File: src/design/mlst_cfg.svh
`ifndef MLST_CFG_SVH
`define MLST_CFG_SVH

// ==========================================================================
// Register indices; the byte address on the bus is four times the index.
`define MLST_IDX_SCRATCH 16'ha014
`define MLST_IDX_CMD 16'ha016
`define MLST_IDX_INT_STAT 16'ha018
`define MLST_IDX_INT_MASK 16'ha019
`define MLST_AXI_AW 18

// ==========================================================================
// Field positions and reset values.
`define MLST_MODE_LSB 4
`define MLST_MODE_MON_BIT 3
`define MLST_ACTIVE_BIT 3
`define MLST_FAIL_BIT 1
`define MLST_FINISH_BIT 0
`define MLST_SCRATCH_RST 8'h00
`define MLST_MODE_RST 4'h0
`define MLST_INT_RST 2'h0

// ==========================================================================
// Command codes, test selections and bus answers.
`define MLST_CMD_RUN 4'h5
`define MLST_CMD_RUN_RST 4'ha
`define MLST_CMD_CLEAR 4'h0
`define MLST_SEL_MEM 3'h1
`define MLST_SEL_LOGIC 3'h4
`define MLST_RESP_OKAY 2'h0
`define MLST_RESP_SLVERR 2'h2

// ==========================================================================
// Logic self-test length in clock cycles.
`define MLST_LGC_CYCLES 1024

`endif

File: src/design/mlst_pkg.sv
`include "mlst_cfg.svh"

package mlst_pkg;

  // ========================================================================
  // Controller states.
  typedef enum logic [1:0]
  {
    ST_IDLE = 2'b00,
    ST_MEM = 2'b01,
    ST_LOGIC = 2'b10
  } mlst_state_e;

  // ========================================================================
  // Progress shown on the monitor pins.
  typedef struct packed
  {
    logic active;
    logic fail;
    logic [3:0] progress;
  } mlst_mon_s;

  // Status fields of the command register.
  typedef struct packed
  {
    logic active;
    logic fail;
    logic finish;
  } mlst_status_s;

endpackage

File: src/design/mlst_mem_march.sv
`timescale 1ns/1ns

module mlst_mem_march #(
  parameter int AW = 11,
  parameter int DW = 8
) (
  input wire logic clk_sys_i,            // System clock.
  input wire logic resetn_i,             // Power-on reset, active low.
  input wire logic start_i,              // Start pulse.
  input wire logic abort_i,              // Abort pulse.
  output logic busy_o,                   // Test running.
  output logic done_o,                   // Completion pulse.
  output logic err_o,                    // Miscompare seen.
  output logic [3:0] progress_o,         // Phase and address top bits.
  output logic [AW-1:0] mem_addr_o,      // SRAM address.
  output logic mem_we_o,                 // SRAM write enable.
  output logic [DW-1:0] mem_wdata_o,     // SRAM write data.
  input wire logic [DW-1:0] mem_rdata_i  // SRAM read data, same cycle.
);

  // ========================================================================
  // Four passes: write pattern, check it, write inverse, check it.
  logic busy_q;
  logic done_q;
  logic err_q;
  logic [1:0] phase_q;
  logic [AW-1:0] addr_q;
  wire [DW-1:0] pat = {(DW/2){2'b01}};
  wire [DW-1:0] expect_w = phase_q[1] ? ~pat : pat;
  wire last_w = &addr_q;
  wire miss_w = busy_q & phase_q[0] & (mem_rdata_i != expect_w);

  assign busy_o = busy_q;
  assign done_o = done_q;
  assign err_o = err_q;
  assign progress_o = {phase_q, addr_q[AW-1 -: 2]};
  assign mem_addr_o = addr_q;
  assign mem_we_o = busy_q & ~phase_q[0];
  assign mem_wdata_o = expect_w;

  always_ff @(posedge clk_sys_i or negedge resetn_i)
  begin
    if (!resetn_i)
    begin
      busy_q <= 1'b0;
      done_q <= 1'b0;
      err_q <= 1'b0;
      phase_q <= 2'h0;
      addr_q <= '0;
    end
    else
    begin
      done_q <= busy_q & ~abort_i & last_w & (&phase_q);
      if (abort_i)
        busy_q <= 1'b0;
      else if (start_i)
      begin
        busy_q <= 1'b1;
        err_q <= 1'b0;
        phase_q <= 2'h0;
        addr_q <= '0;
      end
      else if (busy_q)
      begin
        addr_q <= addr_q + 1'b1;
        err_q <= err_q | miss_w;
        if (last_w)
        begin
          phase_q <= phase_q + 2'h1;
          busy_q <= ~(&phase_q);
        end
      end
    end
  end

endmodule

File: src/design/mlst_logic_sig.sv
`timescale 1ns/1ns
`include "mlst_cfg.svh"

module mlst_logic_sig #(
  parameter int W = 16,
  parameter int CYCLES = `MLST_LGC_CYCLES,
  parameter logic [W-1:0] TAPS = 16'hb400,
  parameter logic [W-1:0] GOLDEN = 16'h0000
) (
  input wire logic clk_sys_i,       // System clock.
  input wire logic resetn_i,        // Power-on reset, active low.
  input wire logic start_i,         // Start pulse.
  input wire logic abort_i,         // Abort pulse.
  output logic busy_o,              // Test running.
  output logic done_o,              // Completion pulse.
  output logic err_o,               // Signature mismatch.
  output logic [3:0] progress_o,    // Count top bits.
  output logic [W-1:0] stim_o,      // Pattern into the logic under test.
  input wire logic [W-1:0] resp_i   // Response of the logic under test.
);

  // ========================================================================
  // Pseudo-random patterns out, responses compacted into a signature.
  localparam int CW = $clog2(CYCLES) + 1;
  logic busy_q;
  logic done_q;
  logic err_q;
  logic [CW-1:0] cnt_q;
  logic [W-1:0] lfsr_q;
  logic [W-1:0] misr_q;
  wire [W-1:0] next_lfsr = {lfsr_q[W-2:0], ^(lfsr_q & TAPS)};
  wire [W-1:0] next_misr = {misr_q[W-2:0], ^(misr_q & TAPS)} ^ resp_i;
  wire last_w = cnt_q == CW'(CYCLES - 1);

  assign busy_o = busy_q;
  assign done_o = done_q;
  assign err_o = err_q;
  assign progress_o = cnt_q[CW-1 -: 4];
  assign stim_o = lfsr_q;

  always_ff @(posedge clk_sys_i or negedge resetn_i)
  begin
    if (!resetn_i)
    begin
      busy_q <= 1'b0;
      done_q <= 1'b0;
      err_q <= 1'b0;
      cnt_q <= '0;
      lfsr_q <= {{(W-1){1'b0}}, 1'b1};
      misr_q <= '0;
    end
    else
    begin
      done_q <= busy_q & ~abort_i & last_w;
      if (abort_i)
        busy_q <= 1'b0;
      else if (start_i)
      begin
        busy_q <= 1'b1;
        err_q <= 1'b0;
        cnt_q <= '0;
        lfsr_q <= {{(W-1){1'b0}}, 1'b1};
        misr_q <= '0;
      end
      else if (busy_q)
      begin
        cnt_q <= cnt_q + 1'b1;
        lfsr_q <= next_lfsr;
        misr_q <= next_misr;
        if (last_w)
        begin
          busy_q <= 1'b0;
          err_q <= next_misr != GOLDEN;
        end
      end
    end
  end

endmodule

File: src/design/mlst_ctrl.sv
`timescale 1ns/1ns
`include "mlst_cfg.svh"

module mlst_ctrl #(
  parameter int MEM_AW = 11,
  parameter int MEM_DW = 8,
  parameter int LGC_W = 16,
  parameter int LGC_CYCLES = `MLST_LGC_CYCLES,
  // Expected logic signature; the value is arbitrary and set per chip.
  parameter logic [LGC_W-1:0] LGC_GOLDEN = 16'h0000
) (
  input wire logic clk_sys_i,                       // System clock.
  input wire logic resetn_i,                        // Power-on reset, active low.
  input wire logic external_reset_pin_n_i,          // Reset pin, active low.
  input wire logic soft_reset_i,                    // Software reset pulse.
  input wire logic [`MLST_AXI_AW-1:0] s_axi_awaddr, // Write address.
  input wire logic s_axi_awvalid,                   // Write address valid.
  output logic s_axi_awready,                       // Write address ready.
  input wire logic [31:0] s_axi_wdata,              // Write data.
  input wire logic [3:0] s_axi_wstrb,               // Write strobes.
  input wire logic s_axi_wvalid,                    // Write data valid.
  output logic s_axi_wready,                        // Write data ready.
  output logic [1:0] s_axi_bresp,                   // Write response.
  output logic s_axi_bvalid,                        // Write response valid.
  input wire logic s_axi_bready,                    // Write response ready.
  input wire logic [`MLST_AXI_AW-1:0] s_axi_araddr, // Read address.
  input wire logic s_axi_arvalid,                   // Read address valid.
  output logic s_axi_arready,                       // Read address ready.
  output logic [31:0] s_axi_rdata,                  // Read data.
  output logic [1:0] s_axi_rresp,                   // Read response.
  output logic s_axi_rvalid,                        // Read valid.
  input wire logic s_axi_rready,                    // Read ready.
  output logic irq_o,                               // Interrupt, level.
  output logic cpu_pause_o,                         // Holds the CPU.
  output logic soft_reset_req_o,                    // Software reset request.
  output mlst_pkg::mlst_mon_s mon_o,                // Progress monitor pins.
  output logic [MEM_AW-1:0] mem_addr_o,             // SRAM address.
  output logic mem_we_o,                            // SRAM write enable.
  output logic [MEM_DW-1:0] mem_wdata_o,            // SRAM write data.
  input wire logic [MEM_DW-1:0] mem_rdata_i,        // SRAM read data.
  output logic [LGC_W-1:0] lgc_stim_o,              // Logic test pattern.
  input wire logic [LGC_W-1:0] lgc_resp_i           // Logic test response.
);

  // ==========================================================================
  // Write and read channel holding registers.
  logic aw_hold_q;
  logic [`MLST_AXI_AW-1:0] aw_addr_q;
  logic w_hold_q;
  logic [31:0] w_data_q;
  logic [3:0] w_strb_q;
  logic bvalid_q;
  logic [1:0] bresp_q;
  logic rvalid_q;
  logic [1:0] rresp_q;
  logic [31:0] rdata_q;

  assign s_axi_awready = ~aw_hold_q & ~bvalid_q;
  assign s_axi_wready = ~w_hold_q & ~bvalid_q;
  assign s_axi_bvalid = bvalid_q;
  assign s_axi_bresp = bresp_q;
  assign s_axi_arready = ~rvalid_q;
  assign s_axi_rvalid = rvalid_q;
  assign s_axi_rresp = rresp_q;
  assign s_axi_rdata = rdata_q;

  // ==========================================================================
  // Address decode.
  wire wr_fire = aw_hold_q & w_hold_q & ~bvalid_q;
  wire rd_fire = s_axi_arvalid & ~rvalid_q;
  wire [15:0] wr_idx = aw_addr_q[`MLST_AXI_AW-1:2];
  wire [15:0] rd_idx = s_axi_araddr[`MLST_AXI_AW-1:2];
  wire wr_scr = wr_idx == `MLST_IDX_SCRATCH;
  wire wr_cmdr = wr_idx == `MLST_IDX_CMD;
  wire wr_ist = wr_idx == `MLST_IDX_INT_STAT;
  wire wr_imk = wr_idx == `MLST_IDX_INT_MASK;
  wire wr_hit = wr_scr | wr_cmdr | wr_ist | wr_imk;
  wire rd_scr = rd_idx == `MLST_IDX_SCRATCH;
  wire rd_cmdr = rd_idx == `MLST_IDX_CMD;
  wire rd_ist = rd_idx == `MLST_IDX_INT_STAT;
  wire rd_imk = rd_idx == `MLST_IDX_INT_MASK;
  wire rd_hit = rd_scr | rd_cmdr | rd_ist | rd_imk;
  wire wr_lo = wr_fire & w_strb_q[0];

  // ==========================================================================
  // Command decode.
  mlst_pkg::mlst_state_e state_q;
  logic [3:0] mode_q;
  logic [3:0] run_mode_q;
  logic auto_rst_q;
  logic finish_q;
  logic fail_q;
  logic [7:0] scratch_q;
  logic [1:0] int_stat_q;
  logic [1:0] int_mask_q;
  logic soft_req_q;
  mlst_pkg::mlst_mon_s mon_q;

  wire [3:0] wr_cmd_val = w_data_q[3:0];
  wire [3:0] wr_mode_val = w_data_q[`MLST_MODE_LSB +: 4];
  wire cmd_wr = wr_lo & wr_cmdr;
  wire is_run = wr_cmd_val == `MLST_CMD_RUN;
  wire is_run_rst = wr_cmd_val == `MLST_CMD_RUN_RST;
  wire is_clear = wr_cmd_val == `MLST_CMD_CLEAR;
  wire sel_mem = wr_mode_val[2:0] == `MLST_SEL_MEM;
  wire sel_lgc = wr_mode_val[2:0] == `MLST_SEL_LOGIC;
  wire idle_w = state_q == mlst_pkg::ST_IDLE;
  wire cmd_start = cmd_wr & (is_run | is_run_rst) & idle_w & (sel_mem | sel_lgc);
  wire cmd_clear = cmd_wr & is_clear;
  wire cmd_abort = cmd_wr & ~is_run & ~is_run_rst & ~is_clear;
  wire pin_rst = ~external_reset_pin_n_i;
  wire abort_w = cmd_abort | soft_reset_i | pin_rst;

  // ==========================================================================
  // Test engines.
  logic mem_busy;
  logic mem_done;
  logic mem_err;
  logic [3:0] mem_prog;
  logic lgc_busy;
  logic lgc_done;
  logic lgc_err;
  logic [3:0] lgc_prog;

  mlst_mem_march #(
    .AW(MEM_AW),
    .DW(MEM_DW)
  ) u_mem (
    .clk_sys_i(clk_sys_i),
    .resetn_i(resetn_i),
    .start_i(cmd_start & sel_mem),
    .abort_i(abort_w),
    .busy_o(mem_busy),
    .done_o(mem_done),
    .err_o(mem_err),
    .progress_o(mem_prog),
    .mem_addr_o(mem_addr_o),
    .mem_we_o(mem_we_o),
    .mem_wdata_o(mem_wdata_o),
    .mem_rdata_i(mem_rdata_i)
  );

  mlst_logic_sig #(
    .W(LGC_W),
    .CYCLES(LGC_CYCLES),
    .GOLDEN(LGC_GOLDEN)
  ) u_lgc (
    .clk_sys_i(clk_sys_i),
    .resetn_i(resetn_i),
    .start_i(cmd_start & sel_lgc),
    .abort_i(abort_w),
    .busy_o(lgc_busy),
    .done_o(lgc_done),
    .err_o(lgc_err),
    .progress_o(lgc_prog),
    .stim_o(lgc_stim_o),
    .resp_i(lgc_resp_i)
  );

  wire done_w = mem_done | lgc_done;
  wire err_w = (mem_done & mem_err) | (lgc_done & lgc_err);
  wire active_w = ~idle_w;
  wire live_err = (state_q == mlst_pkg::ST_MEM) ? mem_err : lgc_err;

  // ==========================================================================
  // Controller state; the engine's done pulse returns it to idle.
  mlst_pkg::mlst_state_e next_state;

  always_comb
  begin
    next_state = state_q;
    case (state_q)
      mlst_pkg::ST_IDLE:
        if (cmd_start)
          next_state = sel_mem ? mlst_pkg::ST_MEM : mlst_pkg::ST_LOGIC;
      mlst_pkg::ST_MEM:
        if (abort_w | mem_done | ~mem_busy)
          next_state = mlst_pkg::ST_IDLE;
      mlst_pkg::ST_LOGIC:
        if (abort_w | lgc_done | ~lgc_busy)
          next_state = mlst_pkg::ST_IDLE;
      default:
        next_state = mlst_pkg::ST_IDLE;
    endcase
  end

  // The started flag lets the engine register its start before its busy is checked.
  logic started_q;

  always_ff @(posedge clk_sys_i or negedge resetn_i)
  begin
    if (!resetn_i)
    begin
      state_q <= mlst_pkg::ST_IDLE;
      started_q <= 1'b0;
    end
    else
    begin
      started_q <= cmd_start;
      state_q <= (started_q & ~abort_w) ? state_q : next_state;
    end
  end

  assign cpu_pause_o = active_w;

  // ==========================================================================
  // Mode and run options, kept through software resets.
  always_ff @(posedge clk_sys_i or negedge resetn_i)
  begin
    if (!resetn_i)
      mode_q <= `MLST_MODE_RST;
    else if (pin_rst)
      mode_q <= `MLST_MODE_RST;
    else if (cmd_wr)
      mode_q <= wr_mode_val;
  end

  always_ff @(posedge clk_sys_i or negedge resetn_i)
  begin
    if (!resetn_i)
    begin
      run_mode_q <= `MLST_MODE_RST;
      auto_rst_q <= 1'b0;
    end
    else if (cmd_start)
    begin
      run_mode_q <= wr_mode_val;
      auto_rst_q <= is_run_rst;
    end
  end

  // ==========================================================================
  // Finished and failed flags; a completion wins over a clear.
  always_ff @(posedge clk_sys_i or negedge resetn_i)
  begin
    if (!resetn_i)
    begin
      finish_q <= 1'b0;
      fail_q <= 1'b0;
    end
    else if (pin_rst)
    begin
      finish_q <= 1'b0;
      fail_q <= 1'b0;
    end
    else
    begin
      finish_q <= done_w | (finish_q & ~cmd_clear & ~cmd_start);
      fail_q <= err_w | (fail_q & ~cmd_clear & ~cmd_start);
    end
  end

  // ==========================================================================
  // Automatic software reset after a test that asked for it.
  always_ff @(posedge clk_sys_i or negedge resetn_i)
  begin
    if (!resetn_i)
      soft_req_q <= 1'b0;
    else
      soft_req_q <= done_w & auto_rst_q;
  end

  assign soft_reset_req_o = soft_req_q;

  // ==========================================================================
  // Scratch register, cleared only at power-on.
  always_ff @(posedge clk_sys_i or negedge resetn_i)
  begin
    if (!resetn_i)
      scratch_q <= `MLST_SCRATCH_RST;
    else if (wr_lo & wr_scr)
      scratch_q <= w_data_q[7:0];
  end

  // ==========================================================================
  // Interrupt status, write one to clear; a new event wins.
  wire [1:0] int_set = {err_w, done_w};
  wire [1:0] int_clr = (wr_lo & wr_ist) ? w_data_q[1:0] : 2'h0;

  always_ff @(posedge clk_sys_i or negedge resetn_i)
  begin
    if (!resetn_i)
    begin
      int_stat_q <= `MLST_INT_RST;
      int_mask_q <= `MLST_INT_RST;
    end
    else if (pin_rst)
    begin
      int_stat_q <= `MLST_INT_RST;
      int_mask_q <= `MLST_INT_RST;
    end
    else
    begin
      int_stat_q <= int_set | (int_stat_q & ~int_clr);
      if (wr_lo & wr_imk)
        int_mask_q <= w_data_q[1:0];
    end
  end

  assign irq_o = |(int_stat_q & int_mask_q);

  // ==========================================================================
  // Progress pins, driven only in a monitored run.
  wire mon_en = active_w & run_mode_q[`MLST_MODE_MON_BIT];
  wire [3:0] prog_w = (state_q == mlst_pkg::ST_MEM) ? mem_prog : lgc_prog;

  always_ff @(posedge clk_sys_i or negedge resetn_i)
  begin
    if (!resetn_i)
      mon_q <= '0;
    else if (mon_en)
      mon_q <= '{active: 1'b1, fail: live_err, progress: prog_w};
    else
      mon_q <= '0;
  end

  assign mon_o = mon_q;

  // ==========================================================================
  // Read data.
  mlst_pkg::mlst_status_s stat_w;
  assign stat_w = '{active: active_w, fail: fail_q, finish: finish_q};

  wire [7:0] cmd_rd = {mode_q, stat_w.active, 1'b0, stat_w.fail, stat_w.finish};
  wire [31:0] rd_mux = rd_scr ? {24'h00_0000, scratch_q} :
                       rd_cmdr ? {24'h00_0000, cmd_rd} :
                       rd_ist ? {30'h0000_0000, int_stat_q} :
                       rd_imk ? {30'h0000_0000, int_mask_q} : 32'h0000_0000;

  // ==========================================================================
  // Bus handshakes.
  always_ff @(posedge clk_sys_i or negedge resetn_i)
  begin
    if (!resetn_i)
    begin
      aw_hold_q <= 1'b0;
      aw_addr_q <= '0;
      w_hold_q <= 1'b0;
      w_data_q <= 32'h0000_0000;
      w_strb_q <= 4'h0;
      bvalid_q <= 1'b0;
      bresp_q <= `MLST_RESP_OKAY;
    end
    else
    begin
      if (s_axi_awvalid & s_axi_awready)
      begin
        aw_hold_q <= 1'b1;
        aw_addr_q <= s_axi_awaddr;
      end
      if (s_axi_wvalid & s_axi_wready)
      begin
        w_hold_q <= 1'b1;
        w_data_q <= s_axi_wdata;
        w_strb_q <= s_axi_wstrb;
      end
      if (wr_fire)
      begin
        aw_hold_q <= 1'b0;
        w_hold_q <= 1'b0;
        bvalid_q <= 1'b1;
        bresp_q <= wr_hit ? `MLST_RESP_OKAY : `MLST_RESP_SLVERR;
      end
      else if (bvalid_q & s_axi_bready)
        bvalid_q <= 1'b0;
    end
  end

  always_ff @(posedge clk_sys_i or negedge resetn_i)
  begin
    if (!resetn_i)
    begin
      rvalid_q <= 1'b0;
      rdata_q <= 32'h0000_0000;
      rresp_q <= `MLST_RESP_OKAY;
    end
    else if (rd_fire)
    begin
      rvalid_q <= 1'b1;
      rdata_q <= rd_mux;
      rresp_q <= rd_hit ? `MLST_RESP_OKAY : `MLST_RESP_SLVERR;
    end
    else if (s_axi_rready)
      rvalid_q <= 1'b0;
  end

endmodule

File: config.mk
export PLATFORM = sky130hd
export DESIGN_NAME = mlst_ctrl
export DESIGN_NICKNAME = d
export VERILOG_FILES = /design/src/design/mlst_pkg.sv /design/src/design/mlst_mem_march.sv /design/src/design/mlst_logic_sig.sv /design/src/design/mlst_ctrl.sv
export VERILOG_INCLUDE_DIRS = /design/src /design/src/design
export SDC_FILE = /design/constraint.sdc
export NUM_CORES = 1
export LEC_CHECK = 0
export ABC_CLOCK_PERIOD_IN_PS = 2210
export BUFFER_PORTS_ARGS = -buffer_cell sky130_fd_sc_hd__buf_2
export CORE_UTILIZATION = 42
export DETAILED_ROUTE_END_ITERATION = 6
export PLACE_DENSITY = 0.7
export SYNTH_ARGS = -nofsm -noshare
export SYNTH_HDL_FRONTEND = slang
export SYNTH_SLANG_ARGS = --single-unit
File: constraint.sdc
create_clock -name clk_sys_i -period 2.21 [get_ports clk_sys_i]
set_clock_uncertainty 0.1 [all_clocks]
set_input_delay 0.5525 -clock clk_sys_i [delete_from_list [all_inputs] [get_ports clk_sys_i]]
set_output_delay 0.5525 -clock clk_sys_i [all_outputs]
set_load 0.01 [all_outputs]
==> results of run 1 <==
synth_stat cells (all sizes together), types with 3 or more instances:
cell type / n
xor2: 5
a21o: 4
or2: 3
nand4: 14
a31oi: 9
nor3: 5
or4: 3
nand3: 19
nor4bb: 6
nor4: 3
a2111oi: 3
xnor2: 22
mux2i: 14
dfrtp: 130
o2bb2ai: 17
a22oi: 7
nand3b: 3
nor2b: 10
o22ai: 4
nor4b: 6
nor2: 26
a22o: 20
clkbuf: 12
or3: 4
buf: 50
and3: 12
o21ai: 19
nand2: 30
and4: 3
and2: 7
mux2: 34
inv: 13
ha: 3
nand2b: 3
a21oi: 27
o31ai: 14
metrics by stage:
step	util	power [W]
global route	0.5611	0.007569
CTS	0.5399	0.007146
global placement	0.4987	0.004289
detailed placement	0.4987	0.004348
floorplan	-	0.003775
finish	0.5611	0.007251
critical path, delay by kind of cell, from the launching register on:
| kind | cells | cell delay, ps |
|---|---|---|
| DFF | 1 | 460 |
| buffers and inverters | 1 | 180 |
| and+or+nand+nor | 2 | 430 |
| AOI/OAI and AO/OA | 3 | 960 |
cells by family after synthesis:
family | after synthesis | synth area share
adder cells (fa/ha/maj) | 3 | 0.005738
AO/OA/AOI/OAI | 140 | 0.1580
buffers and inverters | 76 | 0.07057
XOR/XNOR | 27 | 0.03614
AND/OR/NAND/NOR | 164 | 0.1478
multiplexers | 48 | 0.07994
flip-flops | 131 | 0.5012
other | 1 | 0.0005732
layout make-up:
class,count,area (µm²)
Clock buffer,18,429.2
Clock inverter,14,152.6
Fill cell,1270,6673
Inverter,14,52.55
Multi-Input combinational cell,408,3073
Sequential cell,131,3282
Tap cell,188,235.2
Timing Repair Buffer,196,1305
per-layer routing:
layer,wire (µm),global-route usage,share of wire,up-vias
li1,-,-,-,2474
met1,7247,0.2767,0.45,2622
met2,7726,0.3310,0.48,195
met3,959,0.04513,0.059,23
met4,237,0.07213,0.015,0
met5,0,0,0,-
power by group:
| part | total (W) | internal (W) | switching, W |
|---|---|---|---|
| clock | 0.00275 | 0.00167 | 0.00108 |
| sequential | 0.00297 | 0.00268 | 0.000285 |
| combinational | 0.00153 | 0.000829 | 0.000700 |
| total | 0.00725 | 0.00518 | 0.00207 |
path summary, 6_finish.rpt:
kind	start	endpoint	slack [ps]	cells after the start
setup / recovery	w_data_q[3]$_DFFE_PN0P_	u_lgc.stim_o[1]$_DFFE_PN0P_	-20	6
hold / removal	s_axi_rready	s_axi_rvalid$_DFFE_PN0P_	210	2
setup reg to reg	w_data_q[3]$_DFFE_PN0P_	u_lgc.stim_o[1]$_DFFE_PN0P_	-20	6
hold reg to reg	s_axi_rdata[7]$_DFFE_PN0P_	s_axi_rdata[7]$_DFFE_PN0P_	380	2
max in group asynchronous	resetn_i	u_lgc.stim_o[0]$_DFFE_PN1P_	900	3
min in group asynchronous	resetn_i	aw_addr_q[17]$_DFFE_PN0P_	460	2
what timing repair did:
action / in CTS / in global routing
hold buffers: 1 / 0
setup endpoints to repair: 48 / 48
gates cloned: 0 / 5
setup buffers: 0 / 7
endpoints found under the hold margin: 17 / 0
pin swaps: 1 / 10
resized for setup: 9 / 37
registers in the layout, indices dropped and copies added (netlist names), 8 cells and up:
name	cells
scratch_q	8
s_axi_rdata	8
u_mem.mem_addr_o	11
w_data_q	8
u_lgc.misr_q	16
aw_addr_q	16
u_lgc.stim_o	16
u_lgc.cnt_q	11
==> results_dict.tcl, run 1 <==
set metrics [dict create \
    result_of_the_run "complete, but fails checks" \
    failing_checks "setup timing" \
    rsz_0062_raised_after_global_routing "yes" \
    cts.sinks 131 \
    initial_core_utilization 0.4304 \
    htreeDepth 4 \
    synth-main-ff-cell "sky130_fd_sc_hd__dfrtp_1" \
    crit_type "reg2reg" \
    final_cell_count_without_fillers 969 \
    crit_slowest_cell "sky130_fd_sc_hd__dfrtp_2" \
    layout.cells.most_common_list "sky130_fd_sc_hd__buf_2, sky130_fd_sc_hd__dfrtp_1, sky130_fd_sc_hd__buf_4, sky130_fd_sc_hd__mux2_2, sky130_fd_sc_hd__nand2_1" \
    drv.max_cap_violation_count 0 \
    highest_net_fanout_along_the_worst_path 8 \
    syn_area_per_cell_um2 11.09 \
    slowest_delay_ps 460 \
    dp.final_hpwl_mm 11.17 \
    ir_worst_vdd_mv 0.5171 \
    ys.warnings.count 0 \
    layout_min_cycle_time_ps 2234 \
    netlist_instances 590 \
    clkSlewWorstSetupHoldPaths_ps 60 \
    antennaDiodeCount 0 \
    antenna_violations_before_repair 0 \
    worst_hold_path_type "in2reg" \
    placed_cells 924 \
    crit_arrival_ps 2430 \
    overall_die_height_um 126.8 \
    grt_util_all_layers 0.2064 \
    synth-seq-cells 131 \
    yosysTopAreaCell "sky130_fd_sc_hd__dfrtp_1" \
    drt_pass1_iterations 4 \
    gp_routability_congestion 0.8791 \
    post-route-worst-setup-slack_ps -23.98 \
    drt_first_iter_violations 265 \
    vias_in_the_first_global_route 5335 \
    flow.area_growth_from_synthesis_pct 30.37 \
    setup_viol 10 \
    post-route-period-util 1.011 \
    total_length_of_routed_wires_mm 16.17 \
    viasPerCell 5.484 \
    final-max-slew-violation-count 0 \
    core_region_area_um2 15200 \
    clock_path_buffers 2 \
    stdcell_area_um2 8529 \
    finalSetupTns_ps -89.47 \
    avgRoutedWirePerCell_um 16.69 \
    setup.worst_path.end_class "register" \
    synth-seq-area-share 0.5012 \
    crit_path_launch_type "register" \
    postSynth.asyncResetShare 1.000 \
    synthesis.area_um2 6543 \
    synth_enable_flop_cells 0 \
    port_buffers 133 \
    ratio_of_total_power_to_cell_area_nw_per_um2 850.2 \
    detail-route-antenna-nets 0 \
    grt-ovfl-total 0 \
    cts_made_buffers 17 \
    drc_errors 0 \
    global_route_wire_length_before_repair_mm 26.32 \
    fp.dieArea_um2 16080 \
    finalHoldWorstSlack_ps 211.4 \
    chipWidth_um 126.8 \
    placedInstanceArea_um2 7581 \
    final_net_count 876 \
    std_cell_rows 45 \
    floorplan.io_pins 191 \
    cts_root_buffer "sky130_fd_sc_hd__clkbuf_16" \
    final-hold-violation-count 0 \
    synth_cell_type_count 61 \
    synth_top_cells_by_area "sky130_fd_sc_hd__dfrtp_1, sky130_fd_sc_hd__mux2_2, sky130_fd_sc_hd__buf_4" \
    grt_max_degree 60 \
    clkLatencyLatePin_ps 420 \
    route.vias.total 5314 \
    layout_commonest_cell "sky130_fd_sc_hd__buf_2" \
    place_ws_ps -98.31 \
    tritoncts "built" \
    synth.top_cell.area_share 0.4972 \
    cp.required_ps 2410 \
    p_leak_nw 4.037 \
    critical_path.cell_chain "nand4bb_4 > a2111oi_4 > nand3_2 > a21o_4 > clkbuf_16 > a22o_1" \
    maxClockFrequency_ghz 0.4476 \
    share_of_cells_above_drive_strength_1 0.3828 \
]
Note: power is estimated with default switching activity, not from simulation.
==> run 2, diff against run 1 <==
--- a/config.mk
+++ b/config.mk
@@ -13,4 +13,5 @@
 export PLACE_DENSITY = 0.7
 export SYNTH_ARGS = -nofsm -noshare
 export SYNTH_HDL_FRONTEND = slang
+export SYNTH_HIERARCHICAL = 1
 export SYNTH_SLANG_ARGS = --single-unit
==> run 2 against run 1 <==
Against the previous run: the run ends with DRC, setup timing left; maximum frequency down 6.0%; clock power down 1%; critical path depth up 4; design area down 2.0%; flip-flop and latch count unchanged; sequential share of layout area up 0.79 points; worst hold slack worse by 200 ps; utilization up 0.95 points; area after synthesis down 2.8%; clock-buffer cell count up 5; critical path type unchanged; largest power group unchanged.
==> results_dict.tcl, run 2 <==
set metrics [dict create \
    p_leak_nw 4.105 \
    avgRoutedWirePerCell_um 15.76 \
    worst-slew-pin-transition_ps 761.0 \
    drv.max_cap_violation_count 0 \
    synth_cell_type_count 61 \
    global_route_wire_length_before_repair_mm 24.70 \
    fp.dieArea_um2 15640 \
    result_of_the_run "complete, but fails checks" \
    clock_power_share 0.392 \
    synth_top_cells_by_area "sky130_fd_sc_hd__dfrtp_1, sky130_fd_sc_hd__mux2_2, sky130_fd_sc_hd__buf_4" \
    synth_enable_flop_cells 0 \
    post-route-period-util 1.075 \
    port_buffers 133 \
    gp_routability_congestion 0.7979 \
    tritoncts "built" \
    grt_util_all_layers 0.1997 \
    grt_max_degree 47 \
    final_cell_count_without_fillers 958 \
    synth.top_cell.area_share 0.5114 \
    placed_cells 909 \
    cts_made_buffers 17 \
    hold_buffers 0 \
    final-max-slew-violation-count 0 \
    ir_worst_vdd_mv 0.6688 \
    core_region_area_um2 14640 \
    cts.sinks 131 \
    p_int_w 0.005089 \
    htreeDepth 4 \
    postSynth.asyncResetShare 1.000 \
    route.vias.total 5007 \
    setup_viol 51 \
    failing_checks "DRC, setup timing" \
    synthesis.area_um2 6361 \
    p_seq_frac 0.427 \
    crit_arrival_ps 2610 \
    layout_min_cycle_time_ps 2375 \
    synth-seq-area-share 0.5155 \
    cp.required_ps 2450 \
    floorplan.io_pins 191 \
    final_net_count 868 \
    flow.area_growth_from_synthesis_pct 31.35 \
    crit_path_launch_type "register" \
    netlist_instances 575 \
    netSwitchingPower_w 0.001834 \
    drt_first_iter_violations 228 \
    chipWidth_um 125.1 \
    grt-ovfl-total 0 \
    layout.cells.most_common_list "sky130_fd_sc_hd__buf_2, sky130_fd_sc_hd__dfrtp_1, sky130_fd_sc_hd__buf_4, sky130_fd_sc_hd__nand2_1, sky130_fd_sc_hd__mux2_2" \
    cts_root_buffer "sky130_fd_sc_hd__clkbuf_16" \
    overall_die_height_um 125.1 \
    initial_core_utilization 0.4344 \
    share_of_cells_above_drive_strength_1 0.4075 \
    post-route-worst-setup-slack_ps -165.4 \
    rsz_0062_raised_after_global_routing "yes" \
    final-hold-violation-count 0 \
    clkLatencyLatePin_ps 420 \
    dp.final_hpwl_mm 10.59 \
    netSwitchingFraction 0.2649 \
    std_cell_rows 44 \
    viasPerCell 5.227 \
    crit_type "reg2reg" \
    synth-main-ff-cell "sky130_fd_sc_hd__dfrtp_1" \
    worst_hold_path_type "in2async" \
    ys.warnings.count 6 \
    clock_path_buffers 2 \
    ratio_of_total_power_to_cell_area_nw_per_um2 828.5 \
    total_power_w 0.006923 \
    detail-route-antenna-nets 0 \
    synth_commonest_cells "sky130_fd_sc_hd__dfrtp_1, sky130_fd_sc_hd__nand2_1, sky130_fd_sc_hd__nor2_1" \
    antenna_violations_before_repair 1 \
    maxSlewHeadroom 0.4880 \
    syn_area_per_cell_um2 11.06 \
    drc_errors 26 \
    clkSlewWorstSetupHoldPaths_ps 60 \
    synthMostInstantiatedCell "sky130_fd_sc_hd__dfrtp_1" \
    vias_in_the_first_global_route 5099 \
    setup.worst_path.end_class "register" \
    drt_pass1_iterations 7 \
    highest_net_fanout_along_the_worst_path 5 \
    layout_commonest_cell "sky130_fd_sc_hd__buf_2" \
    combinational_share_of_power 0.182 \
    total_length_of_routed_wires_mm 15.10 \
    yosysTopAreaCell "sky130_fd_sc_hd__dfrtp_1" \
    maxClockFrequency_ghz 0.4210 \
    synth-seq-cells 131 \
]
run 2: changes by cell type in the layout (fill, tap and decap cells not counted), moves of 10 or more:
| cell | before | now |
|---|---|---|
| sky130_fd_sc_hd__a21oi_1 | 25 | 9 |
| sky130_fd_sc_hd__o2bb2ai_1 | 16 | 0 |
| sky130_fd_sc_hd__xor2_1 | 4 | 20 |
| sky130_fd_sc_hd__a22o_1 | 20 | 33 |
| sky130_fd_sc_hd__o31ai_1 | 14 | 2 |
| sky130_fd_sc_hd__xnor2_1 | 22 | 12 |
run 2: logic make-up (layout without fill, tap and decap cells):
| family | count (synthesis) | count (layout) | share of synthesized area |
|---|---|---|---|
| fa+ha+maj | 3 | 3 | 0.005901 |
| buf+inv | 66 | 239 | 0.06530 |
| other cells | 1 | 27 | 0.0005895 |
| simple gates | 189 | 189 | 0.1694 |
| flops | 131 | 131 | 0.5155 |
| mux | 41 | 41 | 0.07160 |
| compound gates | 109 | 109 | 0.1235 |
| xor+xnor | 35 | 35 | 0.04819 |
run 2: critical path, cell delays in order (launching register included):
cell and delay [ps]:
sky130_fd_sc_hd__dfrtp_1 400, sky130_fd_sc_hd__nor4b_4 290, sky130_fd_sc_hd__buf_4 150, sky130_fd_sc_hd__and3_4 210
sky130_fd_sc_hd__nand3_4 100, sky130_fd_sc_hd__nor4_4 170, sky130_fd_sc_hd__buf_4 160, sky130_fd_sc_hd__o21bai_4 90
sky130_fd_sc_hd__buf_6 130, sky130_fd_sc_hd__or3_4 360, sky130_fd_sc_hd__a21oi_2 130
run 2: repair_timing:
action                                  in CTS  in global routing
buffers inserted                            10                  8
pin swaps                                   18                 18
cloned                                       1                  0
resized for setup                           31                 23
endpoints found under the setup margin      70                 62
run 2: power by group through the flow:
| stage | Clock (W) | Combinational (W) | Sequential [W] |
|---|---|---|---|
| final | 0.00271 | 0.00126 | 0.00295 |
| after global routing | 0.00288 | 0.00137 | 0.00299 |
| after CTS | 0.00278 | 0.00123 | 0.00293 |
| after detailed placement | 0 | 0.00120 | 0.00296 |
| after global placement | 0 | 0.00116 | 0.00293 |
| after floorplan | 0 | 0.000720 | 0.00293 |
run 2: area by class of cell:
type / instances / area (µm²)
fill: 1209 / 6289
sequential: 131 / 3281
multi-input combinational: 403 / 3023
timing repair buffer: 197 / 1209
clock buffer: 23 / 467.9
tap: 184 / 230.2
clock inverter: 9 / 105.1
inverter: 10 / 37.54
antenna: 1 / 2.502
run 2: routing by layer:
| metal | GRT usage | wire length (µm) | vias to the layer above |
|---|---|---|---|
| met1 | 0.2420 | 6467 | 2463 |
| met5 | 0 | 0 | - |
| met2 | 0.3411 | 7640 | 155 |
| met4 | 0.07747 | 290 | 0 |
| met3 | 0.05135 | 700 | 22 |
| li1 | - | - | 2367 |
run 2: per-stage QoR:
stage               setup slack [ps]  TNS, ps  area, µm²  hold slack (ps)    util
floorplan                     -81.14   -782.8       6548            156.9       -
global placement              -316.7    -9100       7436            349.0  0.5078
detailed placement            -478.8   -17380       7436            375.0  0.5078
CTS                           -270.2    -8523       8183            4.180  0.5588
global route                  -286.5   -10720       8356            29.55  0.5706
finish                        -165.4    -4499       8356            9.888  0.5706
run 2: worst paths after layout:
kind	startpoint	end	slack (ps)	cells after the start
worst max-delay path	aw_addr_q[12]$_DFFE_PN0P_	u_lgc/cnt_q[3]$_DFFE_PN0P_	-170	10
worst min-delay path	resetn_i	u_lgc/misr_q[6]$_DFFE_PN0P_	10	1
worst max register to register	aw_addr_q[12]$_DFFE_PN0P_	u_lgc/cnt_q[3]$_DFFE_PN0P_	-170	10
worst min register to register	s_axi_rdata[7]$_DFFE_PN0P_	s_axi_rdata[7]$_DFFE_PN0P_	380	2
max in group asynchronous	resetn_i	u_lgc/stim_o[0]$_DFFE_PN1P_	1290	2
min in group clk_sys_i	s_axi_bready	s_axi_bvalid$_DFFE_PN0P_	200	2
